--- config.mk ---
export PLATFORM = sky130hd
export DESIGN_NAME = otg_voltage_and_sys_threshold_regs
export DESIGN_NICKNAME = d
export VERILOG_FILES = /design/src/otg_vsys_pkg.sv /design/src/otg_voltage_and_sys_threshold_regs.sv
export VERILOG_INCLUDE_DIRS = /design/src
export SDC_FILE = /design/constraint.sdc
export NUM_CORES = 1
export LEC_CHECK = 0
export BUFFER_PORTS_ARGS = -buffer_cell sky130_fd_sc_hd__buf_2
export CORE_ASPECT_RATIO = 0.75
export CORE_MARGIN = 8
export CORE_UTILIZATION = 46
export CTS_CLUSTER_DIAMETER = 150
export DETAILED_ROUTE_END_ITERATION = 12
export PLACE_DENSITY = 0.71
export SLEW_MARGIN = 20
export SYNTH_ARGS = -nofsm -noshare
export SYNTH_HDL_FRONTEND = slang
export SYNTH_SLANG_ARGS = --single-unit
--- constraint.sdc ---
create_clock -name clk_sys -period 5.3 [get_ports clk_sys]
set_clock_uncertainty 0.15 [all_clocks]
set_input_delay 1.06 -clock clk_sys [delete_from_list [all_inputs] [get_ports clk_sys]]
set_output_delay 1.06 -clock clk_sys [all_outputs]
set_load 0.01 [all_outputs]
--- src/otg_vsys_defs.svh ---
// Register offsets, field positions, reset values and timing counts
`ifndef OTG_VSYS_DEFS_SVH
`define OTG_VSYS_DEFS_SVH

`define REG_OTG_LO      8'h06
`define REG_OTG_HI      8'h07
`define REG_PROT_LO     8'h3E

`define OTG_RESET       16'h09C4
`define PROT_RESET_1S   8'h04
`define PROT_RESET_MS   8'h6C

`define PROT_TH_MSB     7
`define PROT_TH_LSB     2
`define PROT_TRACK_BIT  1
`define PROT_FRS_BIT    0
`define OTG_RSV_MSB     15
`define OTG_RSV_LSB     14
`define OTG_CODE_MSB    13
`define OTG_CODE_LSB    2

`define OTG_MIN_MV      3000
`define OTG_MAX_MV      24000
`define OTG_LSB_MV      8
`define TH_OFFSET_MV    3200
`define TH_STEP_MV      100
`define TH_1S_MASK      6'h07

`define CLK_MHZ         200
`define CLK_PERIOD_NS   5
`define FRS_BLANK_US    200
`define SYS_DEGLITCH_NS 5000
`define SYNC_SETTLE     2'h3

`endif

--- src/otg_vsys_pkg.sv ---
// Types shared by the threshold and output voltage register block
package otg_vsys_pkg;

	typedef enum logic [3:0]
	{
		ST_IDLE      = 4'h0,
		ST_ADDR      = 4'h1,
		ST_ADDR_ACK  = 4'h3,
		ST_PTR       = 4'h2,
		ST_PTR_ACK   = 4'h6,
		ST_WDATA     = 4'h7,
		ST_WDATA_ACK = 4'h5,
		ST_RDATA     = 4'h4,
		ST_RACK      = 4'hC
	} i2c_state_t;

	typedef struct packed
	{
		logic [2:0]  scl_sync;
		logic [2:0]  sda_sync;
		logic        scl_f;
		logic        sda_f;
		i2c_state_t  st;
		logic [3:0]  cnt;
		logic [7:0]  sh;
		logic [7:0]  ptr;
		logic        rw;
		logic        nack;
		logic        sda_drive;
		logic [7:0]  otg_lo_stage;
		logic [15:0] otg_word;
		logic [7:0]  prot_lo;
		logic [2:0]  strap_sync;
		logic [1:0]  settle;
		logic        multi_r;
		logic        frs_prev;
		logic [15:0] blank_cnt;
		logic [9:0]  dgl_cnt;
		logic        sys_low;
		logic [13:0] trip_mv;
		logic [14:0] target_mv;
	} core_state_t;

endpackage

--- src/otg_voltage_and_sys_threshold_regs.sv ---
// I2C register block: system low threshold, fast swap, OTG voltage
// Functional notes
// - Threshold code sits in bits 7..2, weights 3200 mV down to 100 mV.
// - Threshold reset: 100 mV bit set; 1600/800/200 mV set only multi-cell.
// - Track bit makes internal threshold follow threshold one input.
// - Fast swap bit resets off; its rise blanks power stage 200 us.
// - High impedance enable forces the fast swap bit to zero.
// - During OTG operation target is clamped to 3 V .. 24 V.
// - OTG writes outside the allowed range are dropped, old value kept.
// - OTG code is bits 13..2, weights 16384 mV down to 8 mV.
// - Bits 15..14 must be zero; bits 1..0 are ignored.
// - Trip voltage is threshold code times 100 mV plus 3.2 V.
// - Single-cell without tracking limits threshold to 3.9 V, upper code bits ignored.
// - Low status asserts after system voltage stays below trip 5 us.
`timescale 1ns/1ps
`default_nettype none
`include "otg_vsys_defs.svh"
module otg_voltage_and_sys_threshold_regs
#(
	parameter logic [6:0] DEV_ADDR         = 7'h6B,
	parameter int unsigned FRS_BLANK_CYCLES = `FRS_BLANK_US * `CLK_MHZ
)
(
	input  wire logic        clk_sys,
	input  wire logic        sys_rst,
	input  wire logic        scl_in,
	input  wire logic        sda_in,
	output logic             sda_out,
	output logic             sda_oe,
	input  wire logic        multi_cell,
	input  wire logic        high_impedance_enable,
	input  wire logic        otg_active,
	input  wire logic [5:0]  sys_low_threshold_one,
	input  wire logic [13:0] sys_mv,
	output logic [14:0]      otg_target_mv,
	output logic [13:0]      sys_trip_mv,
	output logic             threshold_track_enable,
	output logic             fast_swap_enable,
	output logic             power_stage_off,
	output logic             sys_low_status
);
	import otg_vsys_pkg::*;

	localparam logic [15:0] OTG_RST    = `OTG_RESET;
	localparam logic [7:0]  PROT_1S    = `PROT_RESET_1S;
	localparam logic [7:0]  PROT_MS    = `PROT_RESET_MS;
	localparam logic [11:0] OTG_MIN    = 12'(`OTG_MIN_MV / `OTG_LSB_MV);
	localparam logic [11:0] OTG_MAX    = 12'(`OTG_MAX_MV / `OTG_LSB_MV);
	localparam logic [15:0] BLANK_LOAD = 16'(FRS_BLANK_CYCLES);
	localparam logic [9:0]  DGL_LAST   =
		10'(`SYS_DEGLITCH_NS / `CLK_PERIOD_NS - 1);

	localparam core_state_t CORE_RESET = '{
		scl_sync:     3'h7,
		sda_sync:     3'h7,
		scl_f:        1'b1,
		sda_f:        1'b1,
		st:           ST_IDLE,
		otg_word:     OTG_RST,
		otg_lo_stage: OTG_RST[7:0],
		prot_lo:      PROT_1S,
		default:      '0
	};

	core_state_t r;
	core_state_t n;

	// Byte seen by the host at a register pointer; unmapped reads as zero
	function automatic logic [7:0] read_byte(input logic [7:0] ptr,
		input logic [7:0] prot, input logic [15:0] word);
		logic [7:0] v;
		unique case (ptr)
			`REG_OTG_LO:  v = word[7:0];
			`REG_OTG_HI:  v = word[15:8];
			`REG_PROT_LO: v = prot;
			default:      v = 8'h00;
		endcase
		return v;
	endfunction

	// Accepts a word only with clear reserved bits and an in-range code
	function automatic logic otg_word_ok(input logic [15:0] word);
		logic [11:0] code;
		code = word[`OTG_CODE_MSB:`OTG_CODE_LSB];
		return (word[`OTG_RSV_MSB:`OTG_RSV_LSB] == 2'b00) &&
			(code >= OTG_MIN) && (code <= OTG_MAX);
	endfunction

	always_comb
	begin
		logic        scl_new;
		logic        sda_new;
		logic        scl_rise;
		logic        scl_fall;
		logic        start;
		logic        stop;
		logic        wr_en;
		logic [7:0]  wr_addr;
		logic [7:0]  wr_data;
		logic [7:0]  rd;
		logic [15:0] word;
		logic [5:0]  prog;
		logic [5:0]  eff;
		logic [11:0] code;
		scl_new  = r.scl_f;
		sda_new  = r.sda_f;
		scl_rise = 1'b0;
		scl_fall = 1'b0;
		start    = 1'b0;
		stop     = 1'b0;
		wr_en    = 1'b0;
		wr_addr  = 8'h00;
		wr_data  = 8'h00;
		rd       = 8'h00;
		word     = 16'h0000;
		prog     = 6'h00;
		eff      = 6'h00;
		code     = 12'h000;
		n = r;

		// Pin synchronisers; a level counts once stages two and three agree
		n.scl_sync   = {r.scl_sync[1:0], scl_in};
		n.sda_sync   = {r.sda_sync[1:0], sda_in};
		n.strap_sync = {r.strap_sync[1:0], multi_cell};
		if (r.scl_sync[1] == r.scl_sync[2])
			scl_new = r.scl_sync[2];
		if (r.sda_sync[1] == r.sda_sync[2])
			sda_new = r.sda_sync[2];
		n.scl_f  = scl_new;
		n.sda_f  = sda_new;
		scl_rise = scl_new & ~r.scl_f;
		scl_fall = ~scl_new & r.scl_f;
		start    = scl_new & r.scl_f & r.sda_f & ~sda_new;
		stop     = scl_new & r.scl_f & ~r.sda_f & sda_new;

		if (start)
		begin
			n.st        = ST_ADDR;
			n.cnt       = 4'h0;
			n.sda_drive = 1'b0;
		end
		else if (stop)
		begin
			n.st        = ST_IDLE;
			n.sda_drive = 1'b0;
		end
		else if (scl_rise)
		begin
			unique case (r.st)
				ST_ADDR, ST_PTR, ST_WDATA:
				begin
					n.sh  = {r.sh[6:0], sda_new};
					n.cnt = r.cnt + 4'h1;
				end
				ST_RDATA:
					n.cnt = r.cnt + 4'h1;
				ST_RACK:
					n.nack = sda_new;
				default:
					n.cnt = r.cnt;
			endcase
		end
		else if (scl_fall)
		begin
			unique case (r.st)
				ST_IDLE:
					n.sda_drive = 1'b0;
				ST_ADDR:
					if (r.cnt == 4'h8)
					begin
						n.cnt = 4'h0;
						if (r.sh[7:1] == DEV_ADDR)
						begin
							n.rw        = r.sh[0];
							n.st        = ST_ADDR_ACK;
							n.sda_drive = 1'b1;
						end
						else
							n.st = ST_IDLE;
					end
				ST_PTR:
					if (r.cnt == 4'h8)
					begin
						n.cnt       = 4'h0;
						n.ptr       = r.sh;
						n.st        = ST_PTR_ACK;
						n.sda_drive = 1'b1;
					end
				ST_WDATA:
					if (r.cnt == 4'h8)
					begin
						n.cnt       = 4'h0;
						wr_en       = 1'b1;
						wr_addr     = r.ptr;
						wr_data     = r.sh;
						n.ptr       = r.ptr + 8'h01;
						n.st        = ST_WDATA_ACK;
						n.sda_drive = 1'b1;
					end
				ST_ADDR_ACK:
					if (r.rw)
					begin
						rd          = read_byte(r.ptr, r.prot_lo, r.otg_word);
						n.sh        = rd;
						n.sda_drive = ~rd[7];
						n.st        = ST_RDATA;
					end
					else
					begin
						n.sda_drive = 1'b0;
						n.st        = ST_PTR;
					end
				ST_PTR_ACK, ST_WDATA_ACK:
				begin
					n.sda_drive = 1'b0;
					n.st        = ST_WDATA;
				end
				ST_RDATA:
					if (r.cnt == 4'h8)
					begin
						n.cnt       = 4'h0;
						n.sda_drive = 1'b0;
						n.ptr       = r.ptr + 8'h01;
						n.st        = ST_RACK;
					end
					else
					begin
						n.sh        = {r.sh[6:0], 1'b0};
						n.sda_drive = ~r.sh[6];
					end
				ST_RACK:
					if (r.nack)
						n.st = ST_IDLE;
					else
					begin
						rd          = read_byte(r.ptr, r.prot_lo, r.otg_word);
						n.sh        = rd;
						n.sda_drive = ~rd[7];
						n.st        = ST_RDATA;
					end
				default:
				begin
					n.st        = ST_IDLE;
					n.sda_drive = 1'b0;
				end
			endcase
		end

		// Cell-count strap taken once, waiting until stages two and three agree
		if ((r.settle != 2'h2) && (r.settle != `SYNC_SETTLE))
			n.settle = r.settle + 2'h1;
		if ((r.settle == 2'h2) && (r.strap_sync[1] == r.strap_sync[2]))
		begin
			n.settle  = `SYNC_SETTLE;
			n.multi_r = r.strap_sync[2];
			n.prot_lo[`PROT_TH_MSB:`PROT_TH_LSB] = r.strap_sync[2] ?
				PROT_MS[`PROT_TH_MSB:`PROT_TH_LSB] :
				PROT_1S[`PROT_TH_MSB:`PROT_TH_LSB];
		end

		if (wr_en)
		begin
			unique case (wr_addr)
				`REG_PROT_LO:
					n.prot_lo = wr_data;
				`REG_OTG_LO:
					n.otg_lo_stage = wr_data;
				`REG_OTG_HI:
				begin
					word = {wr_data, r.otg_lo_stage};
					if (otg_word_ok(word))
						n.otg_word = {word[15:2], 2'b00};
				end
				default:
					n.otg_lo_stage = r.otg_lo_stage;
			endcase
		end

		if (high_impedance_enable)
			n.prot_lo[`PROT_FRS_BIT] = 1'b0;

		// Fast swap enable edge blanks the power stage
		n.frs_prev = r.prot_lo[`PROT_FRS_BIT];
		if (r.prot_lo[`PROT_FRS_BIT] & ~r.frs_prev)
			n.blank_cnt = BLANK_LOAD;
		else if (r.blank_cnt != 16'h0000)
			n.blank_cnt = r.blank_cnt - 16'h0001;

		prog = r.prot_lo[`PROT_TH_MSB:`PROT_TH_LSB];
		if (!r.multi_r)
			prog = prog & `TH_1S_MASK;
		eff = r.prot_lo[`PROT_TRACK_BIT] ? sys_low_threshold_one : prog;
		n.trip_mv = 14'(`TH_OFFSET_MV) +
			14'(eff) * 14'(`TH_STEP_MV);
		if (sys_mv < r.trip_mv)
		begin
			if (r.dgl_cnt == DGL_LAST)
				n.sys_low = 1'b1;
			else
				n.dgl_cnt = r.dgl_cnt + 10'h001;
		end
		else
		begin
			n.dgl_cnt = 10'h000;
			n.sys_low = 1'b0;
		end
		code = r.otg_word[`OTG_CODE_MSB:`OTG_CODE_LSB];
		if (otg_active)
		begin
			if (code < OTG_MIN)
				code = OTG_MIN;
			else if (code > OTG_MAX)
				code = OTG_MAX;
		end
		n.target_mv = 15'(code) * 15'(`OTG_LSB_MV);
	end

	always_ff @(posedge clk_sys or posedge sys_rst)
	begin
		if (sys_rst)
			r <= CORE_RESET;
		else
			r <= n;
	end

	// Open-drain data line: only ever pulled low
	assign sda_out                = 1'b0;
	assign sda_oe                 = r.sda_drive;
	assign otg_target_mv          = r.target_mv;
	assign sys_trip_mv            = r.trip_mv;
	assign threshold_track_enable = r.prot_lo[`PROT_TRACK_BIT];
	assign fast_swap_enable       = r.prot_lo[`PROT_FRS_BIT];
	assign power_stage_off        = (r.blank_cnt != 16'h0000);
	assign sys_low_status         = r.sys_low;
endmodule
`default_nettype wire

==> load_flow_metrics.sql <==
INSERT INTO impl_metrics (metric_group, metric, value, unit) VALUES
('status', 'status', 'finished, final reports clean', ''),
('hold_path', 'hold_path_class', 'flip-flop to flip-flop', ''),
('global_routing', 'grt_util_all_layers', '0.1593', ''),
('critical_path', 'worstSetupPathType', 'primary input to flip-flop', ''),
('clocking', 'cts_resized', '0', ''),
('critical_path', 'cp_num_buf_inv', '1', ''),
('critical_path', 'cp_slowest_cell', 'sky130_fd_sc_hd__a2111oi_0', ''),
('routing', 'drtAntennaViolNets', '0', ''),
('clocking', 'clkTransAtPathRegs', '50', 'ps'),
('finish', 'multiInputGateArea', '0.003507', 'mm2'),
('synthesis', 'synth_cells', '684', ''),
('finish', 'n_fill_cell', '1302', ''),
('finish', 'register_area', '0.003049', 'mm2'),
('clocking', 'cts_root_buffer', 'sky130_fd_sc_hd__clkbuf_16', ''),
('global_routing', 'antenna_violations_before_repair', '0', ''),
('synthesis', 'synth-async-reset-ratio', '1.000', ''),
('critical_path', 'worstPathMaxFanout', '3', ''),
('critical_path', 'startpoint_type', 'primary input', ''),
('critical_path', 'critical-path-max-stage-delay', '410', 'ps'),
('clocking', 'tritoncts', 'yes', ''),
('clocking', 'clock_path_buffers', '2', ''),
('floorplanning', 'chipHeight', '123.0', 'um'),
('power', 'vdd.ir_drop.worst', '238.8', 'uV'),
('placed_design', 'place_congestion', '0.8673', ''),
('finish', 'nNetsFinal', '779', ''),
('sta', 'worst_slew_margin_rel', '0.3897', ''),
('global_routing', 'gr-total-overflow', '0', ''),
('clocking', 'cts_buffers', '17', ''),
('critical_path', 'critical_path.cell_chain', 'buf_2 -> mux2_2 -> ha_1 -> ha_1 -> ha_1 -> ha_1 -> a211o_1 -> a2111oi_0 -> nand3b_1 -> a311oi_1 -> xnor2_1', ''),
('placed_design', 'detailedPlacementHpwl', '10960', 'um'),
('routing', 'number_of_drc_violations_after_detailed_routing_iteration_0', '298', ''),
('synthesis', 'multiplexer_fraction_of_the_synthesized_cell_area', '0.05893', ''),
('sta', 'grt_setup_unrepaired', 'no', ''),
('synthesis', 'synth.avg_cell_area', '10.27', 'um2'),
('floorplanning', 'core_area', '0.01508', 'mm2'),
('synthesis', 'most_used_flip_flop_cell_after_synthesis', 'sky130_fd_sc_hd__dfrtp_1', ''),
('synthesis', 'compound_gate_portion_of_the_synthesized_area', '0.1515', ''),
('routing', 'num_vias', '5134', ''),
('global_routing', 'global_route_wire_length_before_repair', '25450', 'um'),
('finish', 'layout-drive-gt1-share', '0.1908', ''),
('critical_path', 'crit_path_arrival_time', '3860', 'ps'),
('global_routing', 'grt_start_max_net_pins', '53', ''),
('synthesis', 'synth.yosys.seq_area_share', '0.4339', ''),
('synthesis', 'synth_top_family_by_area', 'simple AND/OR/NAND/NOR gates', ''),
('clocking', 'clock_tree.htree_level_count', '4', ''),
('synthesis', 'post_synth_xor_area_fraction', '0.03828', ''),
('power', 'power_density', '364.8', 'mW/mm2'),
('run', 'timing.max_cap.violations', '0', ''),
('sta', 'min_period', '3716', 'ps'),
('sta', 'setup_viol', '0', ''),
('sta', 'fin_crit_sh', '0.7012', ''),
('synthesis', 'post_synthesis_register_bit_count', '121', ''),
('synthesis', 'synth_enable_flop_cells', '0', ''),
('floorplanning', 'die_area', '0.01953', 'mm2'),
('synthesis', 'netlist_area', '0.007028', 'mm2'),
('synthesis', 'synth_fa_ha_area_frac', '0.08759', ''),
('floorplanning', 'start_util', '0.4661', ''),
('floorplanning', 'rows', '39', ''),
('clocking', 'clk_sinks', '121', ''),
('routing', 'route.detailed.wl_per_inst', '16.15', 'um'),
('sta', 'tightestPinTransition', '913.6', 'ps'),
('sta', 'slew_viol_final', '0', ''),
('critical_path', 'worst_ep_required_time', '5450', 'ps'),
('finish', 'antenna_cells', '0', ''),
('routing', 'first_pass_iters', '4', ''),
('synthesis', 'synthSimpleGateAreaFrac', '0.1588', ''),
('placed_design', 'port_buffers', '53', ''),
('routing', 'via_to_cell_ratio', '5.562', ''),
('sta', 'final.setup.tns', '0', 'ps'),
('routing', 'drcViolationCount', '0', ''),
('routing', 'finalWirelength', '14910', 'um');
area by class of cell:
class / instances / share of cell area
clock buffer: 23 / 0.05967
clock inverter: 9 / 0.01595
inverter: 39 / 0.01899
multi-input combinational: 470 / 0.4472
sequential: 121 / 0.3888
tap: 205 / 0.03271
timing repair buffer: 56 / 0.03669
final timing paths:
kind	from	endpoint	slack, ps	cells past startpoint
worst min register to register	n[61]	n[62]	190	0
worst max register to register	threshold_track_enable	sys_trip_mv[12]	1640	10
worst min-delay path	n[61]	n[62]	190	0
worst max-delay path	sys_low_threshold_one[1]	sys_trip_mv[12]	1580	11
min in group asynchronous	sys_rst	r[34]	450	2
max in group asynchronous	sys_rst	r[118]	3590	3
placed cells by master, fill, tap and decap left out, drive strengths merged, types with 5 or more instances in the layout:
cell type and n:
dfrtp 104, buf 56, ha 46, a21oi 41
inv 39, nor2 38, nand2 35, mux2 27
o21ai 25, clkbuf 23, nand3 21, xor2 19
dfstp 17, nor3 12, nand2b 10, and2 10
xnor2 9, a21o 9, and3 8, mux2i 8
nand3b 8, nor2b 8, nand4 8, o22ai 7
nor4 7, nor3b 6, a32o 6, conb 6
a221oi 6, a2bb2oi 5, or3 5
report_power, final:
part / total, uW / leakage (uW) / switching [uW] / internal [uW]
logic: 602 / 0.00192 / 340 / 262
registers: 1100 / 0.00156 / 78.2 / 1020
clock network: 1160 / 0.000287 / 403 / 760
total: 2860 / 0.00377 / 822 / 2040
state kept, by name, summed over array words and instances, names as in the netlist:
name and cells:
sys_low_status 1, threshold_track_enable 1, otg_target_mv 12, sys_trip_mv 12, sda_oe 1, fast_swap_enable 1
r 87, n 6
cells in the mapped netlist, types with 5 or more instances:
cell,instances,area share
sky130_fd_sc_hd__or3_1,5,0.0045
sky130_fd_sc_hd__clkbuf_1,19,0.010
sky130_fd_sc_hd__a21oi_1,41,0.029
sky130_fd_sc_hd__xnor2_1,9,0.011
sky130_fd_sc_hd__nor4_1,6,0.0053
sky130_fd_sc_hd__nand3b_1,8,0.0085
sky130_fd_sc_hd__o21ai_0,24,0.017
sky130_fd_sc_hd__a2bb2oi_1,5,0.0062
sky130_fd_sc_hd__inv_1,39,0.021
sky130_fd_sc_hd__a221oi_1,5,0.0062
sky130_fd_sc_hd__mux2_4,8,0.017
sky130_fd_sc_hd__buf_2,5,0.0036
sky130_fd_sc_hd__nor3b_1,6,0.0064
sky130_fd_sc_hd__nor2b_1,8,0.0071
sky130_fd_sc_hd__o22ai_1,7,0.0062
sky130_fd_sc_hd__and2_1,9,0.0080
sky130_fd_sc_hd__nor3_1,12,0.0085
sky130_fd_sc_hd__nand2_1,35,0.019
sky130_fd_sc_hd__nand3_1,21,0.015
sky130_fd_sc_hd__and3_1,8,0.0071
sky130_fd_sc_hd__ha_1,46,0.082
sky130_fd_sc_hd__nor2_1,38,0.020
sky130_fd_sc_hd__nand4_1,8,0.0071
sky130_fd_sc_hd__mux2i_1,8,0.011
sky130_fd_sc_hd__xor2_1,19,0.024
sky130_fd_sc_hd__mux2_2,17,0.027
sky130_fd_sc_hd__a32o_1,6,0.0085
sky130_fd_sc_hd__buf_4,30,0.032
sky130_fd_sc_hd__dfstp_2,17,0.064
sky130_fd_sc_hd__nand2b_1,10,0.0089
sky130_fd_sc_hd__a21o_1,9,0.0096
sky130_fd_sc_hd__dfrtp_1,104,0.37
per-layer routing:
metal | vias to the layer above | GRT usage | part of all wire
met5 | - | 0 | 0
met4 | 0 | 0.03677 | 0.0068
met3 | 9 | 0.05057 | 0.060
met2 | 131 | 0.2489 | 0.44
met1 | 2506 | 0.2137 | 0.49
li1 | 2488 | - | -
cells by family after synthesis:
group | Yosys count
other | 1
DFF | 121
muxes | 35
and+or+nand+nor | 197
xor gates and xnor gates | 29
buffers and inverters | 98
AOI/OAI and AO/OA | 154
adders and majority gates | 49
stage by stage:
step                hold slack (ps)  power [uW]  worst slack, ps  area (um2)  instances
CTS                           195.8        2889             1600        7843        923
global route                  199.9        3023             1493        7843        923
detailed placement            184.7        1710             1148        7249        891
floorplan                     181.2        1581            904.0        7047        689
finish                        194.4        2861             1584        7843        923
global placement              184.7        1679             1342        7244        891
worst register-to-register path, delay by kind of cell, from the launching register on:
kind / cells / cell delay, ps
adder cells (fa/ha/maj): 4 / 1230
AO/OA/AOI/OAI: 3 / 790
flip-flops: 1 / 560
multiplexers: 1 / 410
AND/OR/NAND/NOR: 1 / 230
XOR/XNOR: 1 / 160
(Power assumes the default switching activity.)
